[config.mk]
export PLATFORM = sky130hd
export DESIGN_NAME = bfr_top
export DESIGN_NICKNAME = d
export VERILOG_FILES = /design/src/verilog/bfr_top.v /design/src/verilog/bfr_sync2.v /design/src/verilog/bfr_fault_chan.v
export VERILOG_INCLUDE_DIRS = /design/src /design/src/verilog
export SDC_FILE = /design/constraint.sdc
export NUM_CORES = 1
export LEC_CHECK = 0
export BUFFER_PORTS_ARGS = -buffer_cell sky130_fd_sc_hd__buf_2
export CAP_MARGIN = 20
export CORE_MARGIN = 8
export CORE_UTILIZATION = 40
export CTS_BUF_LIST = sky130_fd_sc_hd__clkbuf_16
export CTS_CLUSTER_DIAMETER = 30
export DETAILED_ROUTE_END_ITERATION = 16
export PLACE_DENSITY = 0.65
export SLEW_MARGIN = 10
export SYNTH_ARGS = -nofsm -noshare
export SYNTH_HDL_FRONTEND = slang
export SYNTH_SLANG_ARGS = --single-unit
[constraint.sdc]
create_clock -name clock_in -period 2.7 [get_ports clock_in]
set_clock_uncertainty 0.15 [all_clocks]
set_input_delay 0.135 -clock clock_in [delete_from_list [all_inputs] [get_ports clock_in]]
set_output_delay 0.135 -clock clock_in [all_outputs]
set_load 0.01 [all_outputs]
[src/verilog/bfr_map.vh]
/*
  Register offsets, field positions, reset values and timing counts for the
  low-voltage-bus fault response block.
  Assumes it is included by bare name from design files under verilog/.
*/
`ifndef BFR_MAP_VH
`define BFR_MAP_VH

// ----------------------------------------
// Register offsets
// ----------------------------------------
`define BFR_OFS_PHASE_CTRL   8'hb6
`define BFR_OFS_BUS_RESP     8'hb7
`define BFR_OFS_GLOBAL_CTRL  8'hb0
`define BFR_OFS_PHASE_DIS    8'hbc
`define BFR_OFS_BUS_STATUS   8'hd7

// ----------------------------------------
// Field positions
// ----------------------------------------
`define BFR_PHASE_FLT_EN_BIT 5
`define BFR_PHASE_RESP_LSB   6
`define BFR_OUT_OV_LSB       0
`define BFR_OUT_UV_LSB       2
`define BFR_IN_OV_LSB        4
`define BFR_IN_UV_LSB        6
`define BFR_INDIV_EN_BIT     7

// ----------------------------------------
// Reset values and response codes
// ----------------------------------------
`define BFR_RST_BYTE         8'h00
`define BFR_RESP_FLAG        2'h0
`define BFR_RESP_HICCUP      2'h1
`define BFR_RESP_LATCH       2'h2
`define BFR_RESP_FLAG_ALT    2'h3

// ----------------------------------------
// Timing
// ----------------------------------------
`define BFR_HICCUP_MS        500
`define BFR_CLK_KHZ          125000

`endif

[src/verilog/bfr_top.v]
/*
  Fault response selection for low-voltage-bus over/undervoltage faults and
  for excessive phase removal, with the response registers, status byte and
  fault flag pin.
  Assumes a simple byte register port driven by the management-bus engine on
  clock_in, and asynchronous comparator and enable pin levels.
*/
`timescale 1ns/1ps
`include "bfr_map.vh"

// Functional notes
// RULE1 - With the phase-removal fault enable clear, disabling phases never causes a fault.
// RULE2 - With it set and over half the configured phases disabled, the phase response field acts.
// RULE3 - Response fields apply only when the global individual-response bit is set, else the mode pin decides.
// RULE4 - Bits 1:0 select the output overvoltage response: 00 flag, 01 hiccup, 10 latch, 11 flag.
// RULE5 - Bits 3:2 select the output undervoltage response with the same encoding.
// RULE6 - Bits 5:4 select the input overvoltage response with the same encoding.
// RULE7 - Output OV, output UV and input OV set status bits 0, 1 and 2.
// RULE8 - Any detected fault drives the active-low fault flag low.
// RULE9 - Flag-only records and flags the fault while switching carries on.
// RULE10 - Hiccup stops switching and restarts after the fault stays removed for 500 ms.
// RULE11 - Latch-off keeps switching stopped until an enable pin is toggled.
// RULE12 - The bus response register is a byte, read-write, write-protectable, resetting to zero.
// RULE13 - Bits 7:6 select the input undervoltage response and that fault sets status bit 3.
// RULE14 - The phase response field in bits 7:6 uses the same four-code encoding.
// RULE15 - Fault inputs are synchronised levels and the hiccup delay restarts when the fault returns.
// RULE16 - Latch-off clears only on a low-then-high toggle of an enable, and a live fault relatches.
module bfr_top #(
  parameter HICCUP_CYCLES = (`BFR_HICCUP_MS * `BFR_CLK_KHZ),
  parameter NUM_PHASES    = 6
) (
  input  wire       clock_in,
  input  wire       rst_n_in,
  input  wire [7:0] reg_addr_in,
  input  wire [7:0] reg_wdata_in,
  input  wire       reg_wr_in,
  input  wire       reg_rd_in,
  input  wire       write_protect_in,
  output reg  [7:0] reg_rdata_out,
  output reg        reg_ack_out,
  input  wire       out_ov_in,
  input  wire       out_uv_in,
  input  wire       in_ov_in,
  input  wire       in_uv_in,
  input  wire [1:0] mode_resp_in,
  input  wire       pwm_en_in,
  input  wire       master_en_in,
  output reg        fault_flag_n_out,
  output reg        pwm_stop_out,
  output reg  [3:0] status_out
);
  localparam CW = 30;

  // ----------------------------------------
  // Input synchronisers
  // ----------------------------------------
  wire [3:0] flt_sync;
  wire [1:0] en_sync;
  wire [1:0] mode_sync;

  bfr_sync2 #(.WIDTH(8)) u_sync (
    .clock_in (clock_in),
    .rst_n_in (rst_n_in),
    .async_in ({mode_resp_in, master_en_in, pwm_en_in, in_uv_in, in_ov_in, out_uv_in, out_ov_in}),
    .sync_out ({mode_sync, en_sync, flt_sync})          // [RULE15]
  );

  // ----------------------------------------
  // Registers
  // ----------------------------------------
  reg [7:0] phase_ctrl_reg;
  reg [7:0] bus_resp_reg;
  reg [7:0] global_ctrl_reg;
  reg [7:0] phase_dis_reg;
  reg [3:0] status_reg;
  reg [1:0] en_prev_reg;
  reg [1:0] en_low_seen_reg;

  wire wr_ok = reg_wr_in && !write_protect_in;        // [RULE12]
  wire status_clr = reg_wr_in && reg_addr_in == `BFR_OFS_BUS_STATUS;

  always @(posedge clock_in) begin
    if (!rst_n_in) begin
      phase_ctrl_reg  <= `BFR_RST_BYTE;
      bus_resp_reg    <= `BFR_RST_BYTE;                 // [RULE12]
      global_ctrl_reg <= `BFR_RST_BYTE;
      phase_dis_reg   <= `BFR_RST_BYTE;
    end else if (wr_ok) begin
      if (reg_addr_in == `BFR_OFS_PHASE_CTRL)
        phase_ctrl_reg <= reg_wdata_in;
      else if (reg_addr_in == `BFR_OFS_BUS_RESP)
        bus_resp_reg <= reg_wdata_in;                   // [RULE12]
      else if (reg_addr_in == `BFR_OFS_GLOBAL_CTRL)
        global_ctrl_reg <= reg_wdata_in;
      else if (reg_addr_in == `BFR_OFS_PHASE_DIS)
        phase_dis_reg <= reg_wdata_in;
    end
  end

  // Status is sticky; a write of ones clears, but a fault present that cycle wins
  wire [3:0] status_next = (status_reg & ~(status_clr ? reg_wdata_in[3:0] : 4'h0)) | flt_sync;

  always @(posedge clock_in) begin
    if (!rst_n_in)
      status_reg <= 4'h0;
    else
      status_reg <= status_next;                        // [RULE7] [RULE13]
  end

  always @(posedge clock_in) begin
    if (!rst_n_in) begin
      reg_rdata_out <= 8'h00;
      reg_ack_out   <= 1'b0;
    end else begin
      reg_ack_out <= reg_rd_in || reg_wr_in;
      if (reg_addr_in == `BFR_OFS_PHASE_CTRL)
        reg_rdata_out <= phase_ctrl_reg;
      else if (reg_addr_in == `BFR_OFS_BUS_RESP)
        reg_rdata_out <= bus_resp_reg;
      else if (reg_addr_in == `BFR_OFS_GLOBAL_CTRL)
        reg_rdata_out <= global_ctrl_reg;
      else if (reg_addr_in == `BFR_OFS_PHASE_DIS)
        reg_rdata_out <= phase_dis_reg;
      else if (reg_addr_in == `BFR_OFS_BUS_STATUS)
        reg_rdata_out <= {4'h0, status_reg};
      else
        reg_rdata_out <= 8'h00;
    end
  end

  // ----------------------------------------
  // Response selection
  // ----------------------------------------
  wire indiv_en = global_ctrl_reg[`BFR_INDIV_EN_BIT];

  // Mode pin overrides the field when individual response is off
  function [1:0] pick;
    input [1:0] field;
    input       en;
    input [1:0] mode;
    begin
      pick = en ? field : mode;                         // [RULE3]
    end
  endfunction

  wire [1:0] resp_out_ov = pick(bus_resp_reg[`BFR_OUT_OV_LSB+1:`BFR_OUT_OV_LSB], indiv_en, mode_sync); // [RULE4]
  wire [1:0] resp_out_uv = pick(bus_resp_reg[`BFR_OUT_UV_LSB+1:`BFR_OUT_UV_LSB], indiv_en, mode_sync); // [RULE5]
  wire [1:0] resp_in_ov  = pick(bus_resp_reg[`BFR_IN_OV_LSB+1:`BFR_IN_OV_LSB], indiv_en, mode_sync);   // [RULE6]
  wire [1:0] resp_in_uv  = pick(bus_resp_reg[`BFR_IN_UV_LSB+1:`BFR_IN_UV_LSB], indiv_en, mode_sync);   // [RULE13]
  wire [1:0] resp_phase  = pick(phase_ctrl_reg[`BFR_PHASE_RESP_LSB+1:`BFR_PHASE_RESP_LSB],
                                indiv_en, mode_sync);                                                   // [RULE14]

  // ----------------------------------------
  // Phase removal fault
  // ----------------------------------------
  reg [3:0] dis_count;
  integer   i;
  always @* begin
    dis_count = 4'h0;
    for (i = 0; i < NUM_PHASES; i = i + 1)
      dis_count = dis_count + {3'h0, phase_dis_reg[i + 1]};
  end

  // Strictly more than half of the configured phases
  wire phase_fault = phase_ctrl_reg[`BFR_PHASE_FLT_EN_BIT] &&         // [RULE1]
                     ({dis_count, 1'b0} > NUM_PHASES[4:0]);            // [RULE2]

  // ----------------------------------------
  // Enable toggle detection
  // ----------------------------------------
  // A rearm needs the pin seen low and then high again
  always @(posedge clock_in) begin
    if (!rst_n_in) begin
      en_prev_reg     <= 2'h0;
      en_low_seen_reg <= 2'h0;
    end else begin
      en_prev_reg     <= en_sync;
      en_low_seen_reg <= (en_low_seen_reg | ~en_sync) & ~(en_sync & ~en_prev_reg);
    end
  end

  wire rearm = |(en_sync & ~en_prev_reg & en_low_seen_reg);           // [RULE16]

  // ----------------------------------------
  // Fault channels
  // ----------------------------------------
  wire [4:0] chan_fault = {phase_fault, flt_sync};
  wire [9:0] chan_resp  = {resp_phase, resp_in_uv, resp_in_ov, resp_out_uv, resp_out_ov};
  wire [4:0] chan_stop;

  genvar g;
  generate
    for (g = 0; g < 5; g = g + 1) begin : g_chan
      bfr_fault_chan #(
        .HICCUP_CYCLES (HICCUP_CYCLES),
        .CW            (CW)
      ) u_chan (
        .clock_in (clock_in),
        .rst_n_in (rst_n_in),
        .fault_in (chan_fault[g]),
        .resp_in  (chan_resp[2*g+1:2*g]),
        .rearm_in (rearm),
        .stop_out (chan_stop[g])                        // [RULE9] [RULE10] [RULE11]
      );
    end
  endgenerate

  // ----------------------------------------
  // Outputs
  // ----------------------------------------
  always @(posedge clock_in) begin
    if (!rst_n_in) begin
      fault_flag_n_out <= 1'b1;
      pwm_stop_out     <= 1'b0;
      status_out       <= 4'h0;
    end else begin
      fault_flag_n_out <= ~(|chan_fault);               // [RULE8]
      pwm_stop_out     <= |chan_stop;
      status_out       <= status_next;
    end
  end
endmodule

[src/verilog/bfr_sync2.v]
/*
  Two-flop synchroniser for a bus of asynchronous levels.
  Assumes inputs come from outside the clock domain.
*/
`timescale 1ns/1ps
module bfr_sync2 #(
  parameter WIDTH = 1
) (
  input  wire             clock_in,
  input  wire             rst_n_in,
  input  wire [WIDTH-1:0] async_in,
  output wire [WIDTH-1:0] sync_out
);
  reg [WIDTH-1:0] meta_reg;
  reg [WIDTH-1:0] sync_reg;

  always @(posedge clock_in) begin
    if (!rst_n_in) begin
      meta_reg <= {WIDTH{1'b0}};
      sync_reg <= {WIDTH{1'b0}};
    end else begin
      meta_reg <= async_in;
      sync_reg <= meta_reg;
    end
  end

  assign sync_out = sync_reg;
endmodule

[src/verilog/bfr_fault_chan.v]
/*
  One fault channel: applies flag-only, hiccup or latch-off to a fault level
  and reports whether PWM switching must be held off.
  Assumes fault_in and the enable inputs are already synchronised.
*/
`timescale 1ns/1ps
`include "bfr_map.vh"
module bfr_fault_chan #(
  parameter HICCUP_CYCLES = 62500000,
  parameter CW            = 27
) (
  input  wire       clock_in,
  input  wire       rst_n_in,
  input  wire       fault_in,
  input  wire [1:0] resp_in,
  input  wire       rearm_in,
  output wire       stop_out
);
  // ----------------------------------------
  // State machine
  // ----------------------------------------
  localparam ST_RUN    = 3'b001;
  localparam ST_HICCUP = 3'b010;
  localparam ST_LATCH  = 3'b100;

  reg [2:0]    state_reg;
  reg [2:0]    state_next;
  reg [CW-1:0] cnt_reg;
  reg [CW-1:0] cnt_next;

  always @* begin
    state_next = state_reg;
    cnt_next   = cnt_reg;
    case (state_reg)
      ST_RUN: begin
        cnt_next = {CW{1'b0}};
        if (fault_in && resp_in == `BFR_RESP_HICCUP)
          state_next = ST_HICCUP; // [RULE10]
        else if (fault_in && resp_in == `BFR_RESP_LATCH)
          state_next = ST_LATCH; // [RULE11]
      end
      ST_HICCUP: begin
        // Delay counts only while the fault stays away [RULE15]
        if (fault_in)
          cnt_next = {CW{1'b0}};
        else if (cnt_reg == HICCUP_CYCLES[CW-1:0] - 1'b1)
          state_next = ST_RUN; // [RULE10]
        else
          cnt_next = cnt_reg + 1'b1;
      end
      ST_LATCH: begin
        // Only an enable toggle clears; a fault still present under a latch or hiccup code keeps switching off with no gap [RULE16]
        if (rearm_in && fault_in && resp_in == `BFR_RESP_LATCH)
          state_next = ST_LATCH; // [RULE16]
        else if (rearm_in && fault_in && resp_in == `BFR_RESP_HICCUP)
          state_next = ST_HICCUP; // [RULE16]
        else if (rearm_in)
          state_next = ST_RUN; // [RULE11]
      end
      default: state_next = ST_RUN;
    endcase
  end

  always @(posedge clock_in) begin
    if (!rst_n_in) begin
      state_reg <= ST_RUN;
      cnt_reg   <= {CW{1'b0}};
    end else begin
      state_reg <= state_next;
      cnt_reg   <= cnt_next;
    end
  end

  // Flag-only codes never reach a stop state [RULE9]
  assign stop_out = (state_reg != ST_RUN);
endmodule

==> flow_summary.toml <==
[timing]
finalSetupViolCount = 32
worst_slack_ns = -0.292
tightest_slew_ns = 0.764
min_period_ns = 2.99
max_freq_mhz = 334
tns_ns = -6.53
slew_violations = 0
hold_viol_final = 0
slew_headroom_pct = 48.7
rsz0062_at_grt = "yes"
finalCritPeriodShare_pct = 111

[status]
violations = "negative setup slack"
status = "complete, but fails checks"

[finish]
largest_register_ffs = 150
synthToLayoutAreaGrowth_pct = 27.5
antenna_cells = 0
nets = 1517
drive_gt1_share_pct = 16.3
final_util_pct = 51.9
fillCellCount = 2539
layoutNonFillerInstCount = 1902

[synthesis]
syn_area_mm2 = 0.0113
synth_most_common_cell = "dfxtp_1"
synth_top_area_share_pct = 40.9
ys_warn_count = 0
yosysSeqAreaShare_pct = 40.9
synth_edf_count = 0
synth_cells = 1363
syn_area_per_cell_um2 = 8.32
yosys.area.top_type = "dfxtp_1"
async_flop_share_pct = 0
synthFlopType = "dfxtp_1"
synthTopCellsByCount = "dfxtp_1 (232), nor2_1 (206), nand2_1 (104), nand3_1 (64), a21oi_1 (61)"
synth_fp_nets = 1400
synth.area.top_cells = "dfxtp_1 (41%), nor2_1 (6.8%), xnor2_1 (4.6%)"
ys_types = 79
ys_ff_latch = 232

[clocking]
path_clk_slew_ns = 0.05
clock-sinks = 232
insertion_delay_ns = 0.55
numCtsBuffers = 53
htree_num_levels = 2
cts-root-buf = "clkbuf_16"
clock_path_buffers = 3
tritoncts = "yes"

[pwr]
switchingPower_mw = 2.31
power.density_mw_per_mm2 = 710
power_frac_comb_pct = 2.9
clkPwrFrac_pct = 63.0
power.leakage_nw = 4.97
power_mw = 10.3
max-vdd-ir-drop_v = 0.000512
pwr-share-seq_pct = 34.1
internal_power_mw = 7.96
power_switching_share_pct = 22.5

[detailed_routing]
dr.pass1.iters = 6
vias = 10400
wl_um = 28600
ant_nets = 0
avgViaCountPerCell = 5.47
drc = 0
wire_per_inst_um = 15.1
drt_iter0_markers = 872

[worst_setup_path]
critPathArrivalTime_ns = 3.27
cp_max_fo = 4
setup.worst_path.end_class = "flop"
critPathKind = "flop to flop"
crit_required_ns = 2.98
start_kind = "flop"

[place]
pre_cts_ws_ns = -0.284
dp_hpwl_um = 18900
numPlacedInstances = 1772
portBuffers = 43
globalplace.congestion = 0.857

[flow_run]
cap_violations = 0

[global_routing]
grt_pass1_wl_um = 47800
grt_antenna_before_repair = 0
grt_pass1_vias = 9968
grt_usage_pct = 16.5
grt_max_degree = 59
gr-total-overflow = 0

[die]
dieArea_mm2 = 0.0340
start_util_pct = 40.7
io_pins = 44
placementRows = 61
chipWidth_um = 184
fp.coreArea_mm2 = 0.0279
die_h_um = 184

[min_path]
hp-class = "input pin to flop"
-- worst paths after layout --
kind	start	end	slack (ns)	depth (start not counted)
worst max-delay path	phase_dis_reg[4]	g_chan[4].u_chan.cnt_reg[21]	-0.29	13
worst min-delay path	write_protect_in	phase_ctrl_reg[7]	0.05	4
worst max register to register	phase_dis_reg[4]	g_chan[4].u_chan.cnt_reg[21]	-0.29	13
worst min register to register	u_sync.meta_reg[0]	u_sync.sync_out[0]	0.28	1
-- layout make-up --
class                           instances  area, um2  area share [%]
Clock inverter                         44        458            3.17
Tap cell                              378        473            3.27
Inverter                               24       90.1           0.623
Clock buffer                           55       1380            9.51
Timing Repair Buffer                  120        928            6.42
Sequential cell                       232       4650            32.1
Multi-Input combinational cell       1049       6490            44.9
-- per-layer routing --
metal	share of wire, %	track usage (%)	vias up
met5	0	0	-
met1	46	21.0	4932
met3	4.7	3.45	64
li1	-	-	5152
met2	47	27.4	248
met4	2.3	5.87	0
-- cells in the final DEF (no fill, tap or decap), drive strengths merged, types with 13 or more instances in the layout --
cell type	netlist	routed
xnor2	59	59
a21oi	62	62
clkinv	0	16
mux2i	31	31
xor2	54	54
or3	18	18
inv	24	34
nand2b	13	13
nand3	65	65
buf	18	96
and4	14	14
o21ai	65	65
nand4	56	56
dlygate4sd3	0	23
and2	31	31
nor2	208	208
and3	25	25
clkbuf	40	56
nor3	51	51
dfxtp	232	232
nor4b	13	13
nand2	105	105
nor4	35	35
-- critical path, cell delays in order, from the launching register on --
cell	delay, ns
dfxtp_2	0.33
fa_1	0.52
inv_1	0.05
fa_2	0.33
inv_2	0.07
ha_4	0.19
nand4b_1	0.12
nand4_1	0.18
nor4_4	0.33
buf_4	0.22
clkbuf_16	0.16
nor3_1	0.05
xnor2_1	0.14
nor2_1	0.05
-- power by group through the flow --
stage / clock (mW) / sequential [mW] / combinational, mW
2_1_floorplan: 0 / 3.55 / 0.162
3_3_place_gp: 0 / 3.56 / 0.271
3_5_place_dp: 0 / 3.56 / 0.275
4_1_cts: 6.57 / 3.50 / 0.301
5_1_grt: 6.77 / 3.50 / 0.333
6_report: 6.47 / 3.50 / 0.300
-- cells by family (layout without fill, tap and decap cells) --
kind of cell    after synthesis  count (layout)  synth area share (%)
compound gates              209             209                  11.3
xor+xnor                    113             113                  8.72
fa+ha+maj                     8               8                  1.01
buf+inv                      82             243                  3.06
flops                       232             232                  40.9
mux                          31              31                  2.74
simple gates                688             688                  32.2
-- metrics by stage --
step	hold slack, ns	cell area, um2
6_report	0.0484	14500
4_1_cts	0.0347	14400
3_5_place_dp	0.196	12200
2_1_floorplan	0.101	11400
5_1_grt	0.0715	14500
3_3_place_gp	0.196	12200
-- repair_timing --
| item | CTS | global route |
|---|---|---|
| hold buffers | 23 | 0 |
| gates cloned | 1 | 1 |
| buffers inserted | 7 | 2 |
| pin swaps | 12 | 9 |
| resized for setup | 28 | 16 |
| setup endpoints to repair | 32 | 33 |
| hold endpoints to repair | 48 | 0 |
No activity file was read; power rests on OpenSTA's default activity.
